**config.mk**
```make
export PLATFORM = sky130hd
export DESIGN_NAME = opx_decode
export DESIGN_NICKNAME = d
export VERILOG_FILES = /design/src/verilog/opx_pkg.sv /design/src/verilog/opx_decode.sv /design/src/verilog/opx_imm_expand.sv
export VERILOG_INCLUDE_DIRS = /design/src /design/src/verilog
export SDC_FILE = /design/constraint.sdc
export NUM_CORES = 1
export LEC_CHECK = 0
export ABC_AREA = 1
export BUFFER_PORTS_ARGS = -buffer_cell sky130_fd_sc_hd__buf_4
export CELL_PAD_IN_SITES_DETAIL_PLACEMENT = 1
export CELL_PAD_IN_SITES_GLOBAL_PLACEMENT = 1
export CORE_ASPECT_RATIO = 1.25
export CORE_UTILIZATION = 30
export DETAILED_ROUTE_END_ITERATION = 8
export PLACE_DENSITY_LB_ADDON = 0.1
export SLEW_MARGIN = 25
export SYNTH_ARGS = -nofsm -noshare
export SYNTH_HDL_FRONTEND = slang
export SYNTH_SLANG_ARGS = --single-unit
```
**constraint.sdc**
```tcl
create_clock -name i_core_clk -period 2.9 [get_ports i_core_clk]
set_input_delay 0.29 -clock i_core_clk [delete_from_list [all_inputs] [get_ports i_core_clk]]
set_output_delay 0.29 -clock i_core_clk [all_outputs]
set_load 0.005 [all_outputs]
```
**src/verilog/opx_defs.svh**
```systemverilog
// constants for the second-operand decoder
// assumes: included by bare name from the decode files
`ifndef OPX_DEFS_SVH
`define OPX_DEFS_SVH
`define OPX_IMM_ROT_HI   11
`define OPX_IMM_ROT_LO   7
`define OPX_IMM_REP_HI   9
`define OPX_IMM_REP_LO   8
`define OPX_SMALL_MAX    32'h0000_00ff
`define OPX_FLAG_N       3
`define OPX_FLAG_Z       2
`define OPX_FLAG_C       1
`define OPX_FLAG_V       0
`define OPX_COND_HI      31
`define OPX_COND_LO      28
`define OPX_PC_REG       4'hf
`define OPX_FP_STATUS_RST 32'h0000_0000
`define OPX_F32_BIAS_SH  10'sh096
`define OPX_FIX_POS_MAX  24'h00_7fff
`define OPX_FIX_NEG_MAX  24'h00_8000
`define OPX_MAN_BITS     10'h018
`endif

```
**src/verilog/opx_pkg.sv**
```systemverilog
// types shared by the second-operand decoder, the execute model and the bench
// assumes: opx_defs.svh holds the numeric constants
package opx_pkg;
    typedef enum logic [2:0] {
        OPX_OP_NONE,
        OPX_OP_DATA,
        OPX_OP_BRANCH,
        OPX_OP_FROM_FP,
        OPX_OP_TO_FP,
        OPX_OP_CVT
    } opx_op_t;

    typedef enum logic [1:0] {
        OPX_SH_LSL,
        OPX_SH_LSR,
        OPX_SH_ASR,
        OPX_SH_ROR
    } opx_shift_t;

    typedef struct packed {
        logic       valid;
        opx_op_t    op;
        logic       set_flags;
        logic       logical;
        logic       use_imm;
        logic [11:0] imm12;
        logic [31:0] rm_val;
        opx_shift_t shift;
        logic [4:0] shift_amt;
        logic [3:0] rt;
        logic [4:0] fbits;
    } opx_req_t;

    typedef struct packed {
        logic       valid;
        logic [31:0] operand;
        logic [3:0] flag_we;
        logic [3:0] flags;
        logic       res_we;
        logic       undef;
        logic       isa_fault;
        logic       shift_pending;
    } opx_rsp_t;
endpackage

```
**src/verilog/opx_decode.sv**
```systemverilog
// decode stage: flexible second operand, fp status moves, fixed convert
// assumes: requests come from fetch on i_core_clk, answers go to execute
`timescale 1ns/10ps
`include "opx_defs.svh"
module opx_decode (
    input  wire logic             i_core_clk, // core clock, 100 MHz
    input  wire logic             i_rst,      // async reset, active high
    input  wire opx_pkg::opx_req_t i_req,     // decode request from fetch
    output opx_pkg::opx_rsp_t     o_rsp,      // answer to execute
    output logic [31:0]           o_fp_status_control_reg // fp status and control
);
    opx_pkg::opx_rsp_t rsp_r;
    opx_pkg::opx_rsp_t rsp_nxt;
    logic [31:0]       fp_status_control_reg_r;
    logic [31:0]       fp_status_control_reg_nxt;
    logic [31:0]       imm_val_w;
    logic              imm_rot_w;
    logic              imm_undef_w;
    logic [31:0]       rm_w;
    logic [7:0]        imm8_w;
    logic [1:0]        rep_w;
    logic              data_imm_w;
    logic              data_reg_w;
    logic              plain_reg_w;
    logic              logic_imm_s_w;
    logic              branch_w;
    logic              from_fp_w;
    logic              from_fp_core_w;
    logic              to_fp_w;
    logic              cvt_w;
    logic [15:0]       fix_w;
    logic [31:0]       seed_ref_w;
    logic [4:0]        rot_amt_w;
    logic [31:0]       rot_ref_w;

    opx_imm_expand u_imm (
        .i_imm12   (i_req.imm12),
        .o_value   (imm_val_w),
        .o_rotated (imm_rot_w),
        .o_undef   (imm_undef_w)
    );

    // float to signed 16-bit fixed, truncating, saturating, nan gives zero
    function automatic logic [15:0] f2fix(input logic [31:0] f,
                                          input logic [4:0]  fb);
        logic [7:0]        ex;
        logic [23:0]       man;
        logic signed [9:0] sh;
        logic [9:0]        nsh;
        logic [23:0]       mag;
        logic [15:0]       res;
        ex  = f[30:23];
        man = {1'b1, f[22:0]};
        sh  = $signed({2'h0, ex}) + $signed({5'h00, fb}) - `OPX_F32_BIAS_SH;
        nsh = 10'h000 - sh;
        mag = 24'h00_0000;
        if (ex == 8'hff && f[22:0] != 23'h00_0000)
            mag = 24'h00_0000;
        else if (ex == 8'h00)
            mag = 24'h00_0000;
        else if (sh >= 0)
            mag = 24'hff_ffff;
        else if (nsh < `OPX_MAN_BITS)
            mag = man >> nsh[4:0];
        if (!f[31])
            res = (mag > `OPX_FIX_POS_MAX) ? 16'h7fff : mag[15:0];
        else if (mag > `OPX_FIX_NEG_MAX)
            res = 16'h8000;
        else
            res = ~mag[15:0] + 16'h0001;
        return res;
    endfunction

    assign rm_w           = i_req.rm_val;
    assign imm8_w         = i_req.imm12[7:0];
    assign rep_w          = i_req.imm12[`OPX_IMM_REP_HI:`OPX_IMM_REP_LO];
    assign data_imm_w     = i_req.valid && i_req.op == opx_pkg::OPX_OP_DATA
                            && i_req.use_imm;
    assign data_reg_w     = i_req.valid && i_req.op == opx_pkg::OPX_OP_DATA
                            && !i_req.use_imm;
    assign plain_reg_w    = data_reg_w && i_req.shift == opx_pkg::OPX_SH_LSL
                            && i_req.shift_amt == 5'h00;
    assign logic_imm_s_w  = data_imm_w && i_req.set_flags && i_req.logical;
    assign branch_w       = i_req.valid && i_req.op == opx_pkg::OPX_OP_BRANCH;
    assign from_fp_w      = i_req.valid && i_req.op == opx_pkg::OPX_OP_FROM_FP;
    assign from_fp_core_w = from_fp_w && i_req.rt != `OPX_PC_REG;
    assign to_fp_w        = i_req.valid && i_req.op == opx_pkg::OPX_OP_TO_FP;
    assign cvt_w          = i_req.valid && i_req.op == opx_pkg::OPX_OP_CVT;
    assign fix_w          = f2fix(rm_w, i_req.fbits);
    // independent rotate built from two shifts, read only by the checks below
    assign seed_ref_w     = {24'h00_0000, 1'b1, imm8_w[6:0]};
    assign rot_amt_w      = i_req.imm12[`OPX_IMM_ROT_HI:`OPX_IMM_ROT_LO];
    assign rot_ref_w      = (seed_ref_w >> rot_amt_w)
                            | (seed_ref_w << (6'h20 - {1'b0, rot_amt_w}));

    always_comb
    begin
        rsp_nxt       = '0;
        fp_status_control_reg_nxt = fp_status_control_reg_r;
        rsp_nxt.valid = i_req.valid;
        if (i_req.valid)
        begin
            unique case (i_req.op)
                opx_pkg::OPX_OP_NONE:
                begin
                    rsp_nxt.valid = 1'b1;
                end
                opx_pkg::OPX_OP_DATA:
                begin
                    rsp_nxt.res_we = 1'b1;
                    if (i_req.use_imm)
                    begin
                        rsp_nxt.operand = imm_val_w;
                        rsp_nxt.undef   = imm_undef_w;
                        rsp_nxt.res_we  = !imm_undef_w;
                        // only the shifted form drives carry, others keep it
                        if (i_req.set_flags && i_req.logical && imm_rot_w)
                        begin
                            rsp_nxt.flag_we[`OPX_FLAG_C] = 1'b1;
                            rsp_nxt.flags[`OPX_FLAG_C]   = imm_val_w[31];
                        end
                    end
                    else
                    begin
                        // shifter sits in execute; it gets rm untouched
                        rsp_nxt.operand       = rm_w;
                        rsp_nxt.shift_pending = !plain_reg_w;
                    end
                end
                opx_pkg::OPX_OP_BRANCH:
                begin
                    rsp_nxt.operand   = {rm_w[31:1], 1'b0};
                    rsp_nxt.res_we    = rm_w[0];
                    rsp_nxt.isa_fault = !rm_w[0];
                end
                opx_pkg::OPX_OP_FROM_FP:
                begin
                    if (i_req.rt == `OPX_PC_REG)
                    begin
                        rsp_nxt.flag_we = 4'hf;
                        rsp_nxt.flags = fp_status_control_reg_r[`OPX_COND_HI:`OPX_COND_LO];
                    end
                    else
                    begin
                        rsp_nxt.operand = fp_status_control_reg_r;
                        rsp_nxt.res_we  = 1'b1;
                    end
                end
                opx_pkg::OPX_OP_TO_FP:
                begin
                    fp_status_control_reg_nxt = rm_w;
                    rsp_nxt.operand = rm_w;
                end
                opx_pkg::OPX_OP_CVT:
                begin
                    // flag_we stays clear: integer flags untouched
                    rsp_nxt.operand = {{16{fix_w[15]}}, fix_w};
                    rsp_nxt.res_we  = 1'b1;
                end
                default:
                begin
                    rsp_nxt.undef = 1'b1;
                end
            endcase
        end
    end

    always_ff @(posedge i_core_clk or posedge i_rst)
    begin
        if (i_rst)
        begin
            rsp_r   <= '0;
            fp_status_control_reg_r <= `OPX_FP_STATUS_RST;
        end
        else
        begin
            rsp_r   <= rsp_nxt;
            fp_status_control_reg_r <= fp_status_control_reg_nxt;
        end
    end

    assign o_rsp   = rsp_r;
    assign o_fp_status_control_reg = fp_status_control_reg_r;
endmodule

```
**src/verilog/opx_imm_expand.sv**
```systemverilog
// expands the 12-bit encoded second-operand constant to 32 bits
// assumes: purely combinational, the caller registers the result
`timescale 1ns/10ps
`include "opx_defs.svh"
module opx_imm_expand (
    input  wire logic [11:0] i_imm12,   // encoded constant
    output logic [31:0]      o_value,   // expanded constant
    output logic             o_rotated, // shifted 8-bit form above 255
    output logic             o_undef    // matches no permitted form
);
    logic [7:0]  byte_w;
    logic [31:0] seed_w;
    logic [63:0] dbl_w;

    always_comb
    begin
        byte_w    = i_imm12[7:0];
        seed_w    = {24'h00_0000, 1'b1, i_imm12[6:0]};
        dbl_w     = {seed_w, seed_w} >> i_imm12[`OPX_IMM_ROT_HI:`OPX_IMM_ROT_LO];
        o_value   = 32'h0000_0000;
        o_rotated = 1'b0;
        o_undef   = 1'b0;
        if (i_imm12[`OPX_IMM_ROT_HI:`OPX_IMM_ROT_HI-1] != 2'h0)
        begin
            // rotating right by 8..31 is the same as a left shift of the byte by 24..1
            o_value   = dbl_w[31:0];
            o_rotated = (dbl_w[31:0] > `OPX_SMALL_MAX);
        end
        else
        begin
            unique case (i_imm12[`OPX_IMM_REP_HI:`OPX_IMM_REP_LO])
                2'h0: o_value = {24'h00_0000, byte_w};
                2'h1: o_value = {8'h00, byte_w, 8'h00, byte_w};
                2'h2: o_value = {byte_w, 8'h00, byte_w, 8'h00};
                2'h3: o_value = {4{byte_w}};
            endcase
            // a zero replicated byte has no defined meaning
            if (i_imm12[`OPX_IMM_REP_HI:`OPX_IMM_REP_LO] != 2'h0 && byte_w == 8'h00)
            begin
                o_undef = 1'b1;
                o_value = 32'h0000_0000;
            end
        end
    end
endmodule

```
# Word-level counts from Yosys, hierarchy flattened
# Cells that the tools add are included.
dict set report totals {
  output_inout_bits 77
  ff_bits 77
  inputBits 69
}
dict set report classes {
  n_reduce_logical 23
  order_cmp 5
  shift 2
  n_addsub 4
  n_eq_ne 10
  muxes 34
  bitwise 1
}
# cell n
set ops {}
lappend ops {{32-bit one-hot mux with 5 select lines} 1}
lappend ops {{32-bit two-way mux} 4}
lappend ops {{32-bit one-hot mux with 4 select lines} 1}
lappend ops {{24-bit two-way mux} 4}
lappend ops {{16-bit two-way mux} 3}
lappend ops {{45-bit two-way mux} 1}
lappend ops {{40-bit by 5-bit >> shifter with 32-bit output} 1}
lappend ops {{32-bit by 8-bit greater-than comparator with 1-bit output (second input constant)} 1}
lappend ops {{24-bit by 15-bit greater-than comparator with 1-bit output (second input constant)} 1}
lappend ops {{24-bit by 16-bit greater-than comparator with 1-bit output (second input constant)} 1}
lappend ops {{24-bit by 5-bit >> shifter with 24-bit output} 1}
lappend ops {{23-bit nonzero test} 1}
lappend ops {{16-bit by 1-bit adder with 16-bit output (second input constant)} 1}
lappend ops {{8-bit zero test} 2}
lappend ops {{16-bit NOT} 1}
lappend ops {{1-bit two-way mux} 12}
lappend ops {{10-bit by 1-bit >= comparator with 1-bit output (second input constant)} 1}
lappend ops {{10-bit by 5-bit < comparator with 1-bit output (second input constant)} 1}
lappend ops {{1-bit by 10-bit subtractor with 10-bit output (first input constant)} 1}
lappend ops {{9-bit by 8-bit subtractor with 10-bit output (second input constant)} 1}
lappend ops {{8-bit by 5-bit adder with 9-bit output} 1}
lappend ops {{8-bit equality test (second input constant)} 1}
lappend ops {{1-bit logical AND} 8}
lappend ops {{8-bit two-way mux} 1}
lappend ops {{17 further kinds} 28}

# Longest topological paths before layout
dict set report logic_depth {
  depth_word 14
  mapped_depth 30
}

# Hierarchy
# Synthesis repeated with hierarchy kept, for this count alone.
dict set report hier_totals {
  hier_cells 1106
  hier_area_um2 6969.2
}
# module area_per_inst_um2 instances cells_per_inst seq_area_each_um2
set by_module_without_submodules {}
lappend by_module_without_submodules {opx_decode 6040.8 1 907 1876.8}
lappend by_module_without_submodules {opx_imm_expand 928.4 1 199 0.0}

# Least setup slack after synthesis
# No wires, ideal clock.
dict set report synth_timing {
  kind {input-to-reg}
  start {in i_req[40] (netlist name)}
  end {reg rsp_r, in the netlist o_rsp[34]}
  setup_slack_ns -0.818
  path_stages 26
  t_arrival_ns 3.585
  setup_time_ns 0.133
  path_buffers 2
  path_cell_list {inv_1 > ha_1 > inv_1 > ha_1 > inv_1 > fa_1 > nor2_1 > nor2_2 > inv_2 > clkbuf_1 > o211ai_1 > nand3_1 > o211ai_1 > o21ai_1 > nand3_1 > nand2_1 > nand2_1 > ha_1 > nand3_2 > nor2_2 > nand3_2 > nand2_2 > nand2_1 > o21ai_2 > buf_6 > a21oi_2}
}
# item line_no
set synth_rtl {}
lappend synth_rtl {{from (decl)} opx_decode.sv:8} ;# input wire opx_pkg::opx_req_t i_req,
lappend synth_rtl {{to (signal assigned)} opx_decode.sv:177} ;# rsp_r <= rsp_nxt;
lappend synth_rtl {{to (decl)} opx_decode.sv:12} ;# opx_pkg::opx_rsp_t rsp_r;

==> impl_metrics.prom <==
# TYPE chip_impl_metric gauge
chip_impl_info{name="worstReg2RegStart",value="o_fp_status_control_reg[13]"} 1
chip_impl_metric{name="power_density",unit="nW/µm²"} 513
chip_impl_metric{name="post-route-drc-count",unit=""} 0
chip_impl_metric{name="fin_worst_skew",unit="ns"} 0.00841
chip_impl_metric{name="synth.mux.area_fraction",unit="%"} 0.433
chip_impl_metric{name="detail_route.wirelength",unit="µm"} 32000
chip_impl_info{name="layout_commonest_cell",value="sky130_fd_sc_hd__nand2_1"} 1
chip_impl_metric{name="vdd_ir_drop_max",unit="V"} 0.000291
chip_impl_metric{name="clkLatencyLatePin",unit="ns"} 0.35
chip_impl_metric{name="via_count",unit=""} 8496
chip_impl_metric{name="initial_standard_cell_utilization_of_the_core",unit="%"} 30.9
chip_impl_metric{name="cp_max_fo",unit=""} 8
chip_impl_metric{name="synth-compound-area-share",unit="%"} 23.5
chip_impl_metric{name="die_footprint",unit="µm²"} 23700
chip_impl_metric{name="syn_area_per_cell",unit="µm²"} 6.45
chip_impl_metric{name="drt.antenna.violating_nets",unit=""} 0
chip_impl_metric{name="final_layout_size_suffix_gt1_share",unit="%"} 32.7
chip_impl_metric{name="yosys.area_share.simple",unit="%"} 33.4
chip_impl_metric{name="grt_usage",unit="%"} 26.5
chip_impl_metric{name="synth_warnings",unit=""} 0
chip_impl_info{name="run_status",value="complete, but fails checks"} 1
chip_impl_metric{name="number_of_buffers_added_by_the_clock_tree_synthesis_step",unit=""} 9
chip_impl_metric{name="xor_xnor_share_of_the_synthesized_area",unit="%"} 0.866
chip_impl_metric{name="drtIter0Drc",unit=""} 539
chip_impl_metric{name="cts_h_tree_depth",unit=""} 3
chip_impl_metric{name="final_hold_viol_count",unit=""} 0
chip_impl_metric{name="die_x",unit="µm"} 138
chip_impl_metric{name="number_of_cells_on_the_worst_reg_to_reg_path",unit=""} 2
chip_impl_metric{name="final.period_utilization",unit="%"} 121
chip_impl_info{name="cts_tree",value="yes"} 1
chip_impl_metric{name="fin_nets",unit=""} 1392
chip_impl_metric{name="postSynthRegisterBits",unit=""} 75
chip_impl_metric{name="hold-path-cell-count",unit=""} 1
chip_impl_metric{name="setup_viol",unit=""} 32
chip_impl_metric{name="final-max-slew-violation-count",unit=""} 0
chip_impl_metric{name="number_of_global_route_vias_before_repair",unit=""} 8778
chip_impl_metric{name="number_of_buffers_on_the_longest_clock_path",unit=""} 2
chip_impl_metric{name="crit_arrival",unit="ns"} 3.73
chip_impl_metric{name="cap_viol_max_count",unit=""} 0
chip_impl_metric{name="critPathRequiredTime",unit="ns"} 3.11
chip_impl_metric{name="number_of_flip_flops_under_the_largest_register_name",unit=""} 43
chip_impl_info{name="violations_in_the_final_reports",value="negative setup slack"} 1
chip_impl_info{name="crit-reg2reg-capture",value="o_rsp[25]"} 1
chip_impl_metric{name="place.detailed.hpwl",unit="µm"} 25000
chip_impl_info{name="endpoint_kind_of_the_worst_setup_timing_path",value="flip-flop"} 1
chip_impl_metric{name="dp_worst_setup_slack",unit="ns"} -1.07
chip_impl_metric{name="clock-sinks",unit=""} 75
chip_impl_metric{name="max_clock_freq",unit="GHz"} 0.284
chip_impl_metric{name="dpl.cell_count",unit=""} 1556
chip_impl_info{name="synth_top_flop_cell",value="sky130_fd_sc_hd__dfrtp_1"} 1
chip_impl_info{name="combinational_family_with_the_most_area_after_synthesis",value="simple AND/OR/NAND/NOR gates"} 1
chip_impl_metric{name="diodes",unit=""} 0
chip_impl_metric{name="setup_ws",unit="ns"} -0.619
chip_impl_metric{name="worst_slew_margin_rel",unit="%"} 42.4
chip_impl_info{name="worstHoldPathType",value="primary input to flip-flop"} 1
chip_impl_metric{name="floorplan.core_area",unit="µm²"} 22400
chip_impl_metric{name="ios",unit=""} 146
chip_impl_metric{name="port_buffers",unit=""} 145
chip_impl_metric{name="synth.yosys.seq_area_share",unit="%"} 27.1
chip_impl_metric{name="detailedRoute.firstPassIterationCount",unit=""} 5
chip_impl_metric{name="synth_fp_nets",unit=""} 1162
chip_impl_metric{name="grt_first_pass_wirelength",unit="µm"} 49000
chip_impl_info{name="whs_endpoint",value="o_rsp[44]"} 1
chip_impl_metric{name="final_weighted_congestion_of_routability_driven_global_placement",unit=""} 0.955
chip_impl_info{name="cts_root_buf",value="sky130_fd_sc_hd__clkbuf_16"} 1
chip_impl_metric{name="worstMarginPinSlew",unit="ns"} 0.864
chip_impl_metric{name="cts.clk_slew.worst_paths",unit="ns"} 0.06
chip_impl_metric{name="floorplan.die.height",unit="µm"} 172
chip_impl_metric{name="power.static_leakage",unit="nW"} 4.93
chip_impl_metric{name="synth_cell_types",unit=""} 53
chip_impl_metric{name="grt.overflow.total",unit=""} 0
chip_impl_metric{name="synth-edff-count",unit=""} 0
chip_impl_metric{name="drt-wirelength-per-cell",unit="µm"} 20.1
chip_impl_metric{name="grt_start_max_net_pins",unit=""} 65
chip_impl_metric{name="post_synth_fa_ha_maj_area_fraction",unit="%"} 3.35
chip_impl_info{name="critPathKind",value="primary input to flip-flop"} 1
chip_impl_metric{name="postSynth.asyncResetShare",unit="%"} 100
chip_impl_info{name="rsz_0062_raised_after_global_routing",value="yes"} 1
chip_impl_info{name="timing.critical_path.from_type",value="primary input"} 1
chip_impl_metric{name="p_r_area_growth_vs_syn",unit="%"} 44.6
chip_impl_metric{name="synthesis.area",unit="µm²"} 6940
chip_impl_metric{name="post_syn_instances",unit=""} 1075
chip_impl_metric{name="avgViaCountPerCell",unit=""} 5.34
chip_impl_metric{name="placement_rows",unit=""} 61
chip_impl_metric{name="reg2reg_setup_slack",unit="ns"} 1.61
chip_impl_info{name="critical_hold_path_startpoint",value="i_req[66]"} 1
chip_impl_info{name="most-common-layout-cells",value="sky130_fd_sc_hd__nand2_1, sky130_fd_sc_hd__buf_4, sky130_fd_sc_hd__inv_1, sky130_fd_sc_hd__nand3_1, sky130_fd_sc_hd__o21ai_0"} 1
chip_impl_metric{name="antenna_found_initial",unit=""} 0
chip_impl_metric{name="timing.final.crit_period",unit="ns"} 3.52
chip_impl_metric{name="final_cells",unit=""} 1592
-- kinds of logic after synthesis --
group                      after synthesis
AOI/OAI and AO/OA                      254
DFF                                     75
and+or+nand+nor                        541
muxes                                    3
xor gates and xnor gates                 6
adders and majority gates               18
buffers and inverters                  178
-- worst max-delay path, cell delays in order --
cell                      delay [ns]
sky130_fd_sc_hd__buf_12         0.11
sky130_fd_sc_hd__inv_12         0.04
sky130_fd_sc_hd__ha_4           0.19
sky130_fd_sc_hd__inv_2          0.06
sky130_fd_sc_hd__ha_4           0.12
sky130_fd_sc_hd__inv_2          0.04
sky130_fd_sc_hd__fa_2           0.61
sky130_fd_sc_hd__nor2_4         0.05
sky130_fd_sc_hd__nor2_4         0.16
sky130_fd_sc_hd__inv_4          0.07
sky130_fd_sc_hd__buf_6          0.14
sky130_fd_sc_hd__or2_4          0.23
sky130_fd_sc_hd__nand2_1        0.08
sky130_fd_sc_hd__nand2_1        0.06
sky130_fd_sc_hd__nand3_1        0.07
sky130_fd_sc_hd__o21ai_0        0.09
sky130_fd_sc_hd__nand2_1        0.12
sky130_fd_sc_hd__nand2_1        0.11
sky130_fd_sc_hd__nor2_1         0.22
sky130_fd_sc_hd__nand3_2        0.16
sky130_fd_sc_hd__nand2_2        0.12
sky130_fd_sc_hd__nand2_2        0.07
sky130_fd_sc_hd__o21ai_4        0.16
sky130_fd_sc_hd__buf_12         0.15
sky130_fd_sc_hd__buf_12         0.13
sky130_fd_sc_hd__a21oi_2        0.06
-- cells in the mapped netlist (all sizes together), types with 16 or more instances --
cell | count | share of area [%]
ha | 17 | 3.1
o21ai | 91 | 6.6
nand2 | 306 | 17
nand3 | 113 | 8.5
dfrtp | 75 | 27
a221oi | 46 | 5.8
buf | 31 | 3.1
inv | 111 | 6.0
nand4 | 16 | 1.4
o211ai | 20 | 2.2
a21oi | 63 | 5.3
clkbuf | 29 | 1.6
nor2 | 87 | 4.9
-- layout make-up --
| cell class | count | area (µm²) |
|---|---|---|
| Tap cell | 283 | 354 |
| Multi-Input combinational cell | 822 | 4730 |
| Clock inverter | 6 | 90.1 |
| Fill cell | 2892 | 12400 |
| Clock buffer | 9 | 225 |
| Timing Repair Buffer | 282 | 2300 |
| Sequential cell | 75 | 1880 |
| Inverter | 115 | 455 |
-- timing repair --
item                                   CTS  global route
cloned                                   4             0
pin swaps                               17            37
hold buffers                             1             0
gates resized for setup                 51            86
buffers inserted                        13             5
endpoints found under the hold margin   27             0
setup endpoints to repair               32            32
-- power by group --
group	total, mW	internal (mW)	switching [mW]
combinational	2.63	1.10	1.52
clock	1.24	0.753	0.490
sequential	1.28	1.16	0.117
-- per-layer routing --
layer  global-route usage, %  up-vias  part of all wire (%)
met5                       0        -                     0
met4                    9.65        0                   3.0
met3                    1.86       47                   2.8
met2                    48.8      210                    52
met1                    32.4     4115                    42
li1                        -     4124                     -
-- through the flow --
| stage | cell area [µm²] | setup TNS (ns) | hold WS, ns | utilization, % | total power, mW |
|---|---|---|---|---|---|
| 5_1_grt | 10000 | -24.39 | 0.0848 | 44.7 | 5.45 |
| 2_1_floorplan | 7050 | -12.83 | 0.321 | - | 2.60 |
| 4_1_cts | 9710 | -16.11 | 0.0782 | 43.3 | 5.00 |
| 3_5_place_dp | 9040 | -32.27 | 0.351 | 40.3 | 3.63 |
| 6_report | 10000 | -17.28 | 0.0810 | 44.7 | 5.15 |
| 3_3_place_gp | 9040 | -30.76 | 0.350 | 40.3 | 3.61 |
-- how the worst max path moves through the flow --
| stage | start | endpoint | slack (ns) | cells after the start |
|---|---|---|---|---|
| after floorplan | i_req[40] | o_rsp[34] | -0.56 | 25 |
| after global placement | i_req[40] | o_rsp[13] | -1.00 | 26 |
| after detailed placement | i_req[40] | o_rsp[31] | -1.07 | 26 |
| after CTS | i_req[40] | o_rsp[38] | -0.59 | 30 |
| after global routing | i_req[40] | o_rsp[28] | -0.83 | 28 |
| final | i_req[40] | o_rsp[28] | -0.62 | 26 |
No activity file was read; power rests on OpenSTA's default activity.
